<file path="src/logic/wcs_pkg.sv">
// Package for the wake-cause status block: offsets, fields, reset values, types
package wcs_pkg;
    // Register byte offsets on APB
    localparam logic [7:0] WCS_CTRL_OFF = 8'h00;
    localparam logic [7:0] WCS_CAUSE_OFF = 8'h04;
    localparam logic [7:0] WCS_IRQ_STAT_OFF = 8'h08;
    localparam logic [7:0] WCS_IRQ_MASK_OFF = 8'h0c;
    localparam logic [7:0] WCS_STATE_OFF = 8'h10;
    // Control register field positions
    localparam int WCS_ENERGY_EN_BIT = 0;
    localparam int WCS_LAN_EN_BIT = 1;
    localparam int WCS_RES_CLR_EN_BIT = 2;
    localparam int WCS_RES_CLR_CAUSE_BIT = 3;
    // Cause field positions
    localparam int WCS_CAUSE_ENERGY_BIT = 0;
    localparam int WCS_CAUSE_LAN_BIT = 1;
    // Interrupt status positions
    localparam int WCS_IRQ_ENERGY_BIT = 0;
    localparam int WCS_IRQ_LAN_BIT = 1;
    localparam int WCS_IRQ_RESUME_BIT = 2;
    // Reset values
    localparam logic [3:0] WCS_CTRL_RST = 4'h0;
    localparam logic [1:0] WCS_CAUSE_RST = 2'h0;
    localparam logic [2:0] WCS_IRQ_RST = 3'h0;

    // Power states of the device
    typedef enum logic [1:0] {
        WCS_AWAKE = 2'b00,
        WCS_SLEEP = 2'b01,
        WCS_RESUME = 2'b10
    } wcs_state_t;

    // Wake events from the link side
    typedef struct packed {
        logic energy;    // Energy detected on the line
        logic lan;       // Magic packet or good frame seen
    } wcs_event_t;

    // Power-management handshake with the device's suspend controller
    typedef struct packed {
        logic sleep_enter;   // Pulse: reduced-power state entered
        logic resume_done;   // Pulse: resume sequence complete
    } wcs_pm_t;
endpackage : wcs_pkg

</file>
<file path="src/logic/wcs_cause_bit.sv">
// One wake-cause bit: armed on sleep entry, sticky, write-one-to-clear
`timescale 1ns/1ns
module wcs_cause_bit (
    // Clock and reset
    input wire logic pclk,
    input wire logic presetn,
    // Control
    input wire logic enable,
    input wire logic sleep_enter,
    input wire logic event_in,
    input wire logic clear,
    // State
    output logic armed,
    output logic cause
);
    import wcs_pkg::*;

    // Enable is captured when the reduced-power state is entered
    always_ff @(posedge pclk or negedge presetn) begin
        if (!presetn) begin
            armed <= 1'b0;
        end else if (sleep_enter) begin
            armed <= enable;
        end
    end

    // Sticky cause; a new event wins over a same-cycle clear
    always_ff @(posedge pclk or negedge presetn) begin
        if (!presetn) begin
            cause <= 1'b0;
        end else if (event_in && armed) begin
            cause <= 1'b1;
        end else if (clear) begin
            cause <= 1'b0;
        end
    end

    a_cause_needs_arm: assert property (@(posedge pclk) disable iff (!presetn)
        $rose(cause) |-> $past(armed))
        else $error("Cause set without arming");
    a_cause_sticky: assert property (@(posedge pclk) disable iff (!presetn)
        cause && !clear |=> cause)
        else $error("Cause dropped without clear");
endmodule : wcs_cause_bit

</file>
<file path="src/logic/wcs_top.sv">
// Wake-cause status block with APB registers and interrupt
//
// Chosen here: the APB slave port and the placing of the registers.
`timescale 1ns/1ns
module wcs_top (
    // APB
    input wire logic pclk,
    input wire logic presetn,
    input wire logic psel,
    input wire logic penable,
    input wire logic pwrite,
    input wire logic [7:0] paddr,
    input wire logic [31:0] pwdata,
    output logic [31:0] prdata,
    output logic pready,
    output logic pslverr,
    // Power management and link events
    input wire wcs_pkg::wcs_pm_t pm,
    input wire wcs_pkg::wcs_event_t wake_evt,
    // Outputs
    output logic [1:0] wake_cause_bits,
    output logic irq
);
    import wcs_pkg::*;

    logic [3:0] ctrl_q;
    logic [2:0] irq_stat_q;
    logic [2:0] irq_mask_q;
    logic [1:0] armed;
    logic [1:0] cause;
    logic [1:0] cause_clr;
    logic [1:0] evt;
    logic [1:0] en;
    wcs_state_t state_q;
    logic wr_acc;
    logic rd_acc;
    logic [31:0] rdata_d;
    logic addr_ok;

    // Register decode shared by read and write paths
    function automatic logic is_reg(input logic [7:0] a, input logic [7:0] off);
        return a == off;
    endfunction : is_reg

    assign wr_acc = psel && penable && pwrite;
    assign rd_acc = psel && penable && !pwrite;
    assign pready = 1'b1;
    assign addr_ok = is_reg(paddr, WCS_CTRL_OFF) || is_reg(paddr, WCS_CAUSE_OFF) ||
                     is_reg(paddr, WCS_IRQ_STAT_OFF) || is_reg(paddr, WCS_IRQ_MASK_OFF) ||
                     is_reg(paddr, WCS_STATE_OFF);
    assign pslverr = psel && penable && !addr_ok;

    // Control register; resume may auto-clear the wake enables
    always_ff @(posedge pclk or negedge presetn) begin
        if (!presetn) begin
            ctrl_q <= WCS_CTRL_RST;
        end else if (wr_acc && is_reg(paddr, WCS_CTRL_OFF)) begin
            ctrl_q <= pwdata[3:0];
        end else if (pm.resume_done && ctrl_q[WCS_RES_CLR_EN_BIT]) begin
            ctrl_q[WCS_ENERGY_EN_BIT] <= 1'b0;
            ctrl_q[WCS_LAN_EN_BIT] <= 1'b0;
        end
    end

    // Power state tracking
    always_ff @(posedge pclk or negedge presetn) begin
        if (!presetn) begin
            state_q <= WCS_AWAKE;
        end else begin
            case (state_q)
                WCS_AWAKE: begin
                    if (pm.sleep_enter) state_q <= WCS_SLEEP;
                end
                WCS_SLEEP: begin
                    if (evt != 2'b00) state_q <= WCS_RESUME;
                end
                WCS_RESUME: begin
                    if (pm.resume_done) state_q <= WCS_AWAKE;
                end
                default: state_q <= WCS_AWAKE;
            endcase
        end
    end

    // Per-bit event, enable and write-one clear
    assign evt = {wake_evt.lan, wake_evt.energy};
    assign en = {ctrl_q[WCS_LAN_EN_BIT], ctrl_q[WCS_ENERGY_EN_BIT]};
    assign cause_clr = (wr_acc && is_reg(paddr, WCS_CAUSE_OFF)) ? pwdata[1:0] : 2'b00;

    // Independent cause bits
    genvar gi;
    generate
        for (gi = 0; gi < 2; gi++) begin : g_cause
            wcs_cause_bit u_bit (
                .pclk(pclk),
                .presetn(presetn),
                .enable(en[gi]),
                .sleep_enter(pm.sleep_enter),
                .event_in(evt[gi]),
                .clear(cause_clr[gi]),
                .armed(armed[gi]),
                .cause(cause[gi])
            );
        end
    endgenerate

    assign wake_cause_bits = cause;

    // Sticky interrupt status, cleared by reading it; set wins
    always_ff @(posedge pclk or negedge presetn) begin
        if (!presetn) begin
            irq_stat_q <= WCS_IRQ_RST;
        end else begin
            irq_stat_q <= (rd_acc && is_reg(paddr, WCS_IRQ_STAT_OFF) ? 3'h0 : irq_stat_q) |
                          {pm.resume_done, evt & armed};
        end
    end

    // Interrupt mask
    always_ff @(posedge pclk or negedge presetn) begin
        if (!presetn) begin
            irq_mask_q <= WCS_IRQ_RST;
        end else if (wr_acc && is_reg(paddr, WCS_IRQ_MASK_OFF)) begin
            irq_mask_q <= pwdata[2:0];
        end
    end

    assign irq = |(irq_stat_q & irq_mask_q);

    // Read mux
    always_comb begin
        rdata_d = 32'h0;
        if (is_reg(paddr, WCS_CTRL_OFF)) rdata_d[3:0] = ctrl_q;
        if (is_reg(paddr, WCS_CAUSE_OFF)) rdata_d[1:0] = cause;
        if (is_reg(paddr, WCS_IRQ_STAT_OFF)) rdata_d[2:0] = irq_stat_q;
        if (is_reg(paddr, WCS_IRQ_MASK_OFF)) rdata_d[2:0] = irq_mask_q;
        if (is_reg(paddr, WCS_STATE_OFF)) rdata_d[3:0] = {armed, state_q};
    end

    // Read data register, loaded in setup phase
    always_ff @(posedge pclk or negedge presetn) begin
        if (!presetn) begin
            prdata <= 32'h0;
        end else if (psel && !penable && !pwrite) begin
            prdata <= rdata_d;
        end
    end

    a_enable_autoclear: assert property (@(posedge pclk) disable iff (!presetn)
        pm.resume_done && ctrl_q[WCS_RES_CLR_EN_BIT] && !wr_acc |=> ctrl_q[1:0] == 2'b00)
        else $error("Wake enables not cleared on resume");
    a_cause_w1c: assert property (@(posedge pclk) disable iff (!presetn)
        cause_clr[0] && !(evt[0] && armed[0]) |=> !cause[0])
        else $error("Write one did not clear bit 0");
    a_cause_keep: assert property (@(posedge pclk) disable iff (!presetn)
        wr_acc && is_reg(paddr, WCS_CAUSE_OFF) && pwdata[1:0] == 2'b01 && cause[1] |=> cause[1])
        else $error("Clearing bit 0 disturbed bit 1");
    a_both_record: assert property (@(posedge pclk) disable iff (!presetn)
        evt == 2'b11 && armed == 2'b11 |=> cause == 2'b11)
        else $error("Simultaneous events not both recorded");
    a_lan_maps: assert property (@(posedge pclk) disable iff (!presetn)
        wake_evt.lan && armed[1] |=> cause[1])
        else $error("LAN wake not on bit 1");
    a_unarmed_quiet: assert property (@(posedge pclk) disable iff (!presetn)
        !armed[0] && !cause[0] |=> !cause[0])
        else $error("Unarmed energy cause set");
    a_enable_free: assert property (@(posedge pclk) disable iff (!presetn)
        $past(cause[1]) && !$past(cause_clr[1]) && $fell(ctrl_q[WCS_LAN_EN_BIT]) |-> cause[1])
        else $error("Cause lost with enable");
    a_reset_zero: assert property (@(posedge pclk) $rose(presetn) |-> cause == 2'b00)
        else $error("Cause not zero after reset");

    // Cause path: mapping, arming, clearing, read-back and independence of the two bits
    a_energy_maps: assert property (@(posedge pclk) disable iff (!presetn)
        wake_evt.energy && armed[0] |=> cause[0])
        else $error("Energy wake not on bit 0");
    a_lan_unarmed: assert property (@(posedge pclk) disable iff (!presetn)
        !armed[1] && !cause[1] |=> !cause[1])
        else $error("Unarmed LAN cause set");
    a_arm_capture: assert property (@(posedge pclk) disable iff (!presetn)
        pm.sleep_enter |=> armed == $past(en))
        else $error("Enables not captured on sleep entry");
    a_cause_w1c_hi: assert property (@(posedge pclk) disable iff (!presetn)
        cause_clr[1] && !(evt[1] && armed[1]) |=> !cause[1])
        else $error("Write one did not clear bit 1");
    a_write_zero: assert property (@(posedge pclk) disable iff (!presetn)
        wr_acc && is_reg(paddr, WCS_CAUSE_OFF) && pwdata[1:0] == 2'b00 && cause == 2'b11 |=> cause == 2'b11)
        else $error("Writing zero disturbed a cause bit");
    a_lan_keeps_energy: assert property (@(posedge pclk) disable iff (!presetn)
        evt[1] && armed[1] && cause[0] && !cause_clr[0] |=> cause == 2'b11)
        else $error("LAN event disturbed energy cause");
    a_cause_read: assert property (@(posedge pclk) disable iff (!presetn)
        psel && !penable && !pwrite && is_reg(paddr, WCS_CAUSE_OFF) |=> prdata[1:0] == $past(cause))
        else $error("Cause read data wrong");

    // Control, interrupt, power-state and bus checks
    a_enables_kept: assert property (@(posedge pclk) disable iff (!presetn)
        pm.resume_done && !ctrl_q[WCS_RES_CLR_EN_BIT] && !wr_acc |=> $stable(ctrl_q))
        else $error("Enables changed on resume without auto-clear");
    a_stat_read_clr: assert property (@(posedge pclk) disable iff (!presetn)
        rd_acc && is_reg(paddr, WCS_IRQ_STAT_OFF) && !pm.resume_done && (evt & armed) == 2'b00
        |=> irq_stat_q == 3'h0)
        else $error("Interrupt status not cleared by read");
    a_mask_write: assert property (@(posedge pclk) disable iff (!presetn)
        wr_acc && is_reg(paddr, WCS_IRQ_MASK_OFF) |=> irq_mask_q == $past(pwdata[2:0]))
        else $error("Mask write not taken");
    a_sleep_entry: assert property (@(posedge pclk) disable iff (!presetn)
        state_q == WCS_AWAKE && pm.sleep_enter |=> state_q == WCS_SLEEP)
        else $error("Sleep entry not tracked");
    a_bad_addr_quiet: assert property (@(posedge pclk) disable iff (!presetn)
        pslverr && pwrite && !pm.resume_done |=> $stable(ctrl_q) && $stable(irq_mask_q))
        else $error("Unmapped write changed a register");

    // Main scenarios
    c_energy_wake: cover property (@(posedge pclk) disable iff (!presetn) $rose(cause[0]));
    c_lan_wake: cover property (@(posedge pclk) disable iff (!presetn) $rose(cause[1]));
    c_both_wake: cover property (@(posedge pclk) disable iff (!presetn) cause == 2'b11);
    c_irq: cover property (@(posedge pclk) disable iff (!presetn) $rose(irq));
    c_resume_clear: cover property (@(posedge pclk) disable iff (!presetn)
        pm.resume_done && ctrl_q[WCS_RES_CLR_EN_BIT]);
endmodule : wcs_top

</file>
<file path="config.mk">
export PLATFORM = sky130hd
export DESIGN_NAME = wcs_top
export DESIGN_NICKNAME = d
export VERILOG_FILES = /design/src/logic/wcs_pkg.sv /design/src/logic/wcs_cause_bit.sv /design/src/logic/wcs_top.sv
export SDC_FILE = /design/constraint.sdc
export NUM_CORES = 1
export LEC_CHECK = 0
export CAP_MARGIN = 20
export CELL_PAD_IN_SITES_DETAIL_PLACEMENT = 0
export CELL_PAD_IN_SITES_GLOBAL_PLACEMENT = 1
export CORE_UTILIZATION = 47
export CTS_CLUSTER_SIZE = 40
export DETAILED_ROUTE_END_ITERATION = 10
export DONT_BUFFER_PORTS = 1
export GPL_ROUTABILITY_DRIVEN = 0
export PLACE_DENSITY_LB_ADDON = 0.15
export SETUP_SLACK_MARGIN = 0.2
export SYNTH_ARGS = -nofsm -noshare
export SYNTH_HDL_FRONTEND = slang
export SYNTH_SLANG_ARGS = --single-unit
</file>
<file path="constraint.sdc">
create_clock -name pclk -period 4.13 [get_ports pclk]
set_clock_uncertainty 0.1 [all_clocks]
set_input_delay 0.2065 -clock pclk [delete_from_list [all_inputs] [get_ports pclk]]
set_output_delay 0.2065 -clock pclk [all_outputs]
set_load 0.05 [all_outputs]
</file>
Yosys cells after proc, flatten, opt, wreduce, memory -nomap -nowiden --
Cells that the tools add are included.
Storage, ports and cells: output and inout bits 37, input bits 49, register bits after elaboration 20
Operators by class: bitwise gates (word level) 3, equality and inequality tests 9, multiplexer cells 17, reduce and logical (&&, ||, !) cells 28
Operators by type and width (number):
- $eq 8x4->1 const B | 2
- $mux 2 | 7
- $logic_and 1x1->1 | 13
- $mux 3 | 3
- $eq 8x3->1 const B | 1
- $eq 8x5->1 const B | 1
- $logic_not 8->1 | 1
- $mux 4 | 2
- $reduce_bool 2->1 | 4
- $ne 2x2->1 const B | 3
- $pmux 2 s3 | 1
- $logic_or 1x1->1 | 4
- $mux 1 | 4
- $and 3x3->3 | 1
- $logic_not 1->1 | 3
- $or 3x3->3 | 1
- $reduce_and 3->1 | 1
- $reduce_or 3->1 | 1
- $and 2x2->2 | 1
- $eq 2x1->1 const B | 1
- $eq 2x2->1 const B | 1
- $logic_not 2->1 | 1

Longest topological paths before layout --
Gate-level depths: netlist of the first run.
depth after elaboration 7, mapped depth 5, mapped depth without buffers 4

Modules after synthesis --
A second synthesis of the first run with hierarchy kept.
Second synthesis, totals: cell total of the unflattened synthesis 129, area total of the unflattened synthesis 1272.5 µm²
By module, submodules not included:
- wcs_top | area each 1117.3 µm², sequential area each 400.4 µm², times used 1, cells each 117
- wcs_cause_bit | area each 77.6 µm², sequential area each 50.0 µm², times used 2, cells each 6

Least setup slack after synthesis of the first run --
No wires, ideal clock.
path kind input -> register, from in paddr[1], to reg ctrl_q[0], arrival 1.578 ns, setup time 0.125 ns, path slack 2.327 ns, cell stages on the path 5, path buffers 1, path through or4_4 -> nor4_2 -> and3_1 -> buf_2 -> mux2_2
Between the ends: longest elaborated chain between the ends 3
RTL lines:
- start: declaration | line wcs_top.sv:12 | input wire logic [7:0] paddr,
- $logic_not 8->1 * | line wcs_top.sv:42 | return a == off;
- $logic_and 1x1->1 * | line wcs_top.sv:57 | end else if (wr_acc && is_reg(paddr, WCS_CTRL_OFF)) begin
- $mux 2 / $reduce_bool 2->1 (equally long branches)
- end signal: assignment | line wcs_top.sv:58 | ctrl_q <= pwdata[3:0];
- end: declaration | line wcs_top.sv:26 | logic [3:0] ctrl_q;
Every way passes the cells marked *; elsewhere a longest branch is shown, timed or not. A chain may end at the register's enable or synchronous reset.

Worst setup path in the final report of the first run --
from in paddr[1], to reg g_cause[1].u_bit.cause
Between the ends: longest elaborated chain between the ends 4
RTL lines:
- $eq 8x3->1 | line wcs_top.sv:42
- $logic_and 1x1->1 | line wcs_top.sv:88 | assign cause_clr = (wr_acc && is_reg(paddr, WCS_CAUSE_OFF)) ? pwdata[1:0] : 2'b00;
- $mux 2 | line wcs_top.sv:88
- $reduce_bool 2->1 (no line)
- end signal: assignment | line wcs_cause_bit.sv:30 | cause <= 1'b0;
- end signal: assignment | line wcs_cause_bit.sv:32 | cause <= 1'b1;
- end signal: assignment | line wcs_cause_bit.sv:34 | cause <= 1'b0;
- end: declaration | line wcs_cause_bit.sv:14 | output logic cause
No other way between the ends.

==> results of run 1 <==
per-stage QoR:
step           power [W]  utilization, %  instances
2_1_floorplan   0.000374               -        153
4_1_cts         0.000479            51.6        162
3_5_place_dp    0.000352            46.3        148
6_report        0.000475            51.6        162
5_1_grt         0.000501            51.6        162
3_3_place_gp    0.000351            46.3        148
flip-flops by register name, summed over array words and instances (netlist names):
| signal | cells |
|---|---|
| irq_mask_q | 3 |
| g_cause.u_bit.cause | 2 |
| g_cause.u_bit.armed | 2 |
| state_q | 2 |
| ctrl_q | 4 |
| prdata | 4 |
| irq_stat_q | 3 |
power breakdown:
part | switching, W | leakage (nW) | internal [W]
Combinational | 0.0000819 | 0.348 | 0.0000300
Clock | 0.0000573 | 0.0210 | 0.0000537
Sequential | 0.0000378 | 0.264 | 0.000214
Total | 0.000177 | 0.634 | 0.000298
logic make-up after synthesis:
group	count (synthesis)	share of synthesized area (%)
buf+inv	38	20.4
simple gates	29	14.3
compound gates	24	13.3
flops	20	38.8
mux	13	12.7
other cells	2	0.582
cells in the final DEF, fill, tap and decap left out, types with 2 or more instances in the layout:
cell type | synthesis | final
a21boi_0 | 2 | 2
a21oi_1 | 4 | 4
a22o_1 | 4 | 4
and3_1 | 2 | 2
clkbuf_4 | 0 | 3
conb_1 | 2 | 29
dfrtp_1 | 20 | 20
dlygate4sd3_1 | 0 | 10
inv_1 | 3 | 3
mux2_2 | 5 | 5
mux2_4 | 3 | 3
mux2i_1 | 4 | 4
nand2_1 | 6 | 6
nand3_1 | 3 | 3
nor2_1 | 10 | 10
o21ai_0 | 5 | 5
routing by layer:
layer	vias up	track usage [%]	routed length [µm]
met4	0	1.28	6
li1	398	-	-
met5	-	0	0
met2	37	28.3	1180
met3	2	6.94	216
met1	408	25.2	1030
critical path: stages:
cell and delay, ps:
or4_4 560, nor4_4 390, a41oi_1 170, dlygate4sd3_1 580
worst max path at each step:
stage / from / to / slack, ps / cells after the start
finish: paddr[1] / g_cause[1].u_bit.cause / 2310 / 4
CTS: paddr[1] / g_cause[1].u_bit.cause / 2320 / 4
global placement: paddr[1] / ctrl_q[0] / 2170 / 4
global route: paddr[1] / g_cause[1].u_bit.cause / 2270 / 4
floorplan: paddr[1] / ctrl_q[0] / 2330 / 5
detailed placement: paddr[1] / ctrl_q[1] / 2160 / 4
cell usage after synthesis:
master,number,share of area (%)
nand2_1,6,1.7
a22oi_1,1,0.58
nand2b_1,1,0.49
buf_4,31,18
clkbuf_1,1,0.29
mux2_2,5,4.4
o221ai_1,1,0.68
buf_2,3,1.2
mux2_4,3,3.5
and3_1,2,0.97
a221o_1,1,0.78
nand3_1,3,1.2
and4b_1,1,0.78
nor4_2,1,0.97
a211oi_1,1,0.58
a41oi_1,1,0.68
inv_1,3,0.87
nor4_4,1,1.6
o21ai_0,5,1.9
nand4_4,1,1.6
or4_4,1,0.87
mux2i_1,4,3.1
o31ai_1,1,0.58
conb_1,2,0.58
mux4_2,1,1.7
dfrtp_1,20,39
o32ai_1,1,0.68
a222oi_1,1,0.78
a21boi_0,2,1.2
nor3b_1,1,0.58
a22o_1,4,2.7
a21o_1,1,0.58
a21oi_1,4,1.6
nor2_1,10,2.9
or3_1,1,0.49
timing repair:
| action | 4_1_cts | 5_1_grt |
|---|---|---|
| endpoints found under the setup margin | 0 | 0 |
| hold endpoints to repair | 36 | 0 |
| hold buffers | 10 | 0 |
final cells by class:
class	count	area, µm²	area share (%)
sequential	20	500	38.1
multi-input combinational	95	628	47.8
timing repair buffer	10	100	7.62
clock buffer	4	36.3	2.76
inverter	3	11.3	0.857
tap	30	37.5	2.86
==> impl_metrics.yaml, run 1 <==
clock_network:
  cts_root_buf: "clkbuf_4"
  cts_setup_buffers: 0
  path_clk_slew_ps: 110
  cts_max_level: 1
  ctsResizeCount: 0
  clock_sinks: 20
  cts_buffer_depth: 2
  cts_tree: "done"
  cts_buffers: 3
  clk_latency_ps: 300
die:
  die_h_um: 54.4
  die_area_mm2: 0.00296
  io_pins: 86
  placementRows: 18
  initial_core_util_pct: 50.7
  core_mm2: 0.00254
  dieWidth_um: 54.4
worst_setup_path:
  critPathArrivalTime_ps: 1910
  critical_path.max_fanout: 4
  critPathCaptureType: "register"
  r2r-end: "prdata[0]"
  critPathRequiredTime_ps: 4220
  critPathKind: "input pin to register"
  start_kind: "input pin"
  r2r_start: "g_cause[0].u_bit.cause"
  r2r.worst_path.cells: 3
  r2r_slack_ps: 2340
timing:
  worst_pin_slew_ps: 1030
  setup_ws_ps: 2310
  slew_viol_final: 0
  finalSetupTns_ps: 0
  layout_min_cycle_time_ps: 1820
  rsz0062_at_grt: "false"
  slew_headroom_pct: 31.6
  timing.hold.ws_ps: 18.1
  hold_viol: 0
  timing.fmax_mhz: 549
  period_share_pct: 44.1
  setup_viol_count_final: 0
detailed_routing:
  routed_via_density: 5.22
  antenna_left: 0
  avgRoutedWirePerCell_um: 15.0
  drt_wl_total_mm: 2.43
  vias: 845
  first_pass_iters: 4
  drt_iter0_markers: 21
  drc_errors: 0
logic_synthesis:
  synthesis.area_mm2: 0.00129
  ys_types: 35
  avgSynthCellArea_um2: 10.2
  syn_inst: 126
  yosys_warnings: 0
  ys_seq_area_share_pct: 38.8
  synth-seq-cells: 20
worst_hold_path:
  min_to: "state_q[1]"
  hold_path.class: "input pin to register"
  min_from: "wake_evt[1]"
  whs_path_depth: 2
power_and_ir_drop:
  worst_ir_drop_vdd_mv: 0.249
  p_per_area_mw_per_mm2: 361
  static-leakage-power_nw: 0.634
global_route:
  grt_pass1_vias: 733
  antenna_found_initial: 0
  track_usage_pct: 18.3
  overflow: 0
  grt_max_degree: 21
  grt_pass1_wl_mm: 3.77
final_layout:
  num-fill-cells: 242
  design_area_mm2: 0.00131
  insertedDiodeCount: 0
  drive_above_1_share_pct: 12.9
  area_delta_synth_final_pct: 1.84
  layout.nets: 182
placement:
  port_buffers: 0
  hpwl_mm: 1.87
  dpl_cell_area_mm2: 0.00118
  pre_cts_slack_ps: 2160
flow_run:
  maxCapViolCount: 0
run_status:
  status: "completed"
(Power assumes the default switching activity.)
==> inputs of run 2 (changes only) <==
--- a/config.mk
+++ b/config.mk
@@ -5,10 +5,11 @@
 export SDC_FILE = /design/constraint.sdc
 export NUM_CORES = 1
 export LEC_CHECK = 0
+export ABC_AREA = 1
 export CAP_MARGIN = 20
 export CELL_PAD_IN_SITES_DETAIL_PLACEMENT = 0
 export CELL_PAD_IN_SITES_GLOBAL_PLACEMENT = 1
-export CORE_UTILIZATION = 47
+export CORE_UTILIZATION = 38
 export CTS_CLUSTER_SIZE = 40
 export DETAILED_ROUTE_END_ITERATION = 10
 export DONT_BUFFER_PORTS = 1
==> constraint.sdc (replaced) <==
create_clock -name pclk -period 1.5 [get_ports pclk]
set_clock_uncertainty 0.1 [all_clocks]
set_input_delay 0.075 -clock pclk [delete_from_list [all_inputs] [get_ports pclk]]
set_output_delay 0.075 -clock pclk [all_outputs]
set_load 0.05 [all_outputs]
==> impl_metrics.yaml, run 2 <==
run_status:
  status: "completed"
timing:
  timing.hold.ws_ps: 4.99
  worst_pin_slew_ps: 914
  period_share_pct: 86.3
  setup_viol_count_final: 0
  slew_headroom_pct: 38.9
  slew_viol_final: 0
  layout_min_cycle_time_ps: 1290
  timing.fmax_mhz: 773
  finalSetupTns_ps: 0
  rsz0062_at_grt: "true"
  hold_viol: 0
power_and_ir_drop:
  p_per_area_mw_per_mm2: 908
  static-leakage-power_nw: 0.797
  p_total_w: 0.00135
  worst_ir_drop_vdd_mv: 0.360
clock_network:
  cts_tree: "done"
  clk_latency_ps: 300
  cts_buffer_depth: 2
  path_clk_slew_ps: 110
  clock_sinks: 20
  cts_root_buf: "clkbuf_4"
  cts_buffers: 3
  cts_max_level: 1
die:
  die_h_um: 61.4
  die_area_mm2: 0.00376
  initial_core_util_pct: 39.8
  dieWidth_um: 61.4
  placementRows: 21
  io_pins: 86
  core_mm2: 0.00336
logic_synthesis:
  ys_top_cells_by_count: "nand2_1, buf_4, dfrtp_1"
  syn_inst: 167
  synth_area_leaders: "dfrtp_1, buf_4, nand2_1, nand3_1, inv_1"
  yosys_warnings: 0
  async_flop_share_pct: 100
  yosys.area.top_type_share_pct: 37.4
  synth-seq-cells: 20
  synth_area_leader_cell: "dfrtp_1"
  synth_most_common_cell: "nand2_1"
  synthesis.area_mm2: 0.00134
  synth_top_flop_cell: "dfrtp_1"
  ys_seq_area_share_pct: 37.4
  synth-edff-count: 0
  ys_types: 25
  avgSynthCellArea_um2: 8.02
placement:
  port_buffers: 0
  hpwl_mm: 2.07
  dp_cells: 214
final_layout:
  layout.nets: 237
  final_cells: 233
  drive_above_1_share_pct: 15.5
  area_delta_synth_final_pct: 11.2
  num-fill-cells: 374
  insertedDiodeCount: 0
  largestRegisters: "ctrl_q: 4 flops, prdata: 4 flops"
  final_common_cell: "nand2_1"
  most-common-layout-cells: "nand2_1, conb_1, dfrtp_1"
flow_run:
  maxCapViolCount: 0
global_route:
  grt_pass1_vias: 934
  overflow: 0
  grt_max_degree: 21
  antenna_found_initial: 0
  grt_pass1_wl_mm: 4.28
  track_usage_pct: 15.9
detailed_routing:
  drt_wl_total_mm: 2.68
  routed_via_density: 4.40
  vias: 1025
  drc_errors: 0
  avgRoutedWirePerCell_um: 11.5
  drt_iter0_markers: 20
  first_pass_iters: 4
  antenna_left: 0
worst_setup_path:
  start_kind: "register"
  critPathRequiredTime_ps: 1320
  critPathArrivalTime_ps: 1120
  critPathCaptureType: "output port"
  critical_path.max_fanout: 2
  critPathKind: "register to output port"
worst_hold_path:
  hold_path.class: "input pin to register"
## run 2: path summary, 6_finish.rpt
check                              start            end  slack, ps  depth (start not counted)
setup / recovery           irq_mask_q[0]            irq        210                          3
hold / removal                  paddr[3]      prdata[0]          5                          6
setup reg to reg           irq_mask_q[0]      prdata[0]        360                          9
hold reg to reg               state_q[1]     state_q[0]        380                          1
max in group asynchronous        presetn      ctrl_q[0]        500                          1
min in group asynchronous        presetn  irq_mask_q[2]        250                          1
## run 2: final cells by class
class                      count  area, µm²  area share [%]
clock buffer                   4       36.3            2.44
inverter                      17       63.8            4.29
multi-input combinational    126        648            43.5
sequential                    20        500            33.6
tap                           46       57.6            3.87
timing repair buffer          20        183            12.3
## run 2: kinds of logic after synthesis
kind of cell / after synthesis / synth area share (%)
and+or+nand+nor: 76 / 29.6
buffers and inverters: 48 / 22.1
DFF: 20 / 37.4
AOI/OAI and AO/OA: 19 / 8.32
muxes: 2 / 1.96
other: 2 / 0.561
## run 2: what timing repair did
action / 4_1_cts / 5_1_grt
endpoints found under the setup margin: 1 / 1
cloned: 0 / 0
gates resized for setup: 1 / 0
pin swaps: 1 / 0
setup buffers: 1 / 1
hold endpoints to repair: 37 / 0
hold buffers: 13 / 0
## run 2: stage by stage
step / area [µm²] / setup slack (ps) / util (%)
6_report: 1490 / 206 / 44.3
5_1_grt: 1490 / 104 / 44.3
4_1_cts: 1480 / 178 / 44.0
3_5_place_dp: 1310 / 418 / 38.9
3_3_place_gp: 1310 / 417 / 38.9
2_1_floorplan: 1450 / 160 / -
## run 2: where the power goes
part	total (W)	internal (W)	leakage [nW]	switching, W
registers	0.000627	0.000590	0.264	0.0000374
logic	0.000417	0.0000933	0.512	0.000323
clock network	0.000309	0.000148	0.0210	0.000161
## run 2: routing by layer
metal  vias up  routed length, µm  track usage, %
li1        515                  -               -
met5         -                  0               0
met2        33               1260            25.6
met3         4                123            2.52
met1       473               1270            21.9
met4         0                 24            5.71
## run 2: critical path, cell delays in order, from the launching register on
cell	delay, ps
dfrtp_1	390
inv_2	50
o211ai_1	170
buf_4	230
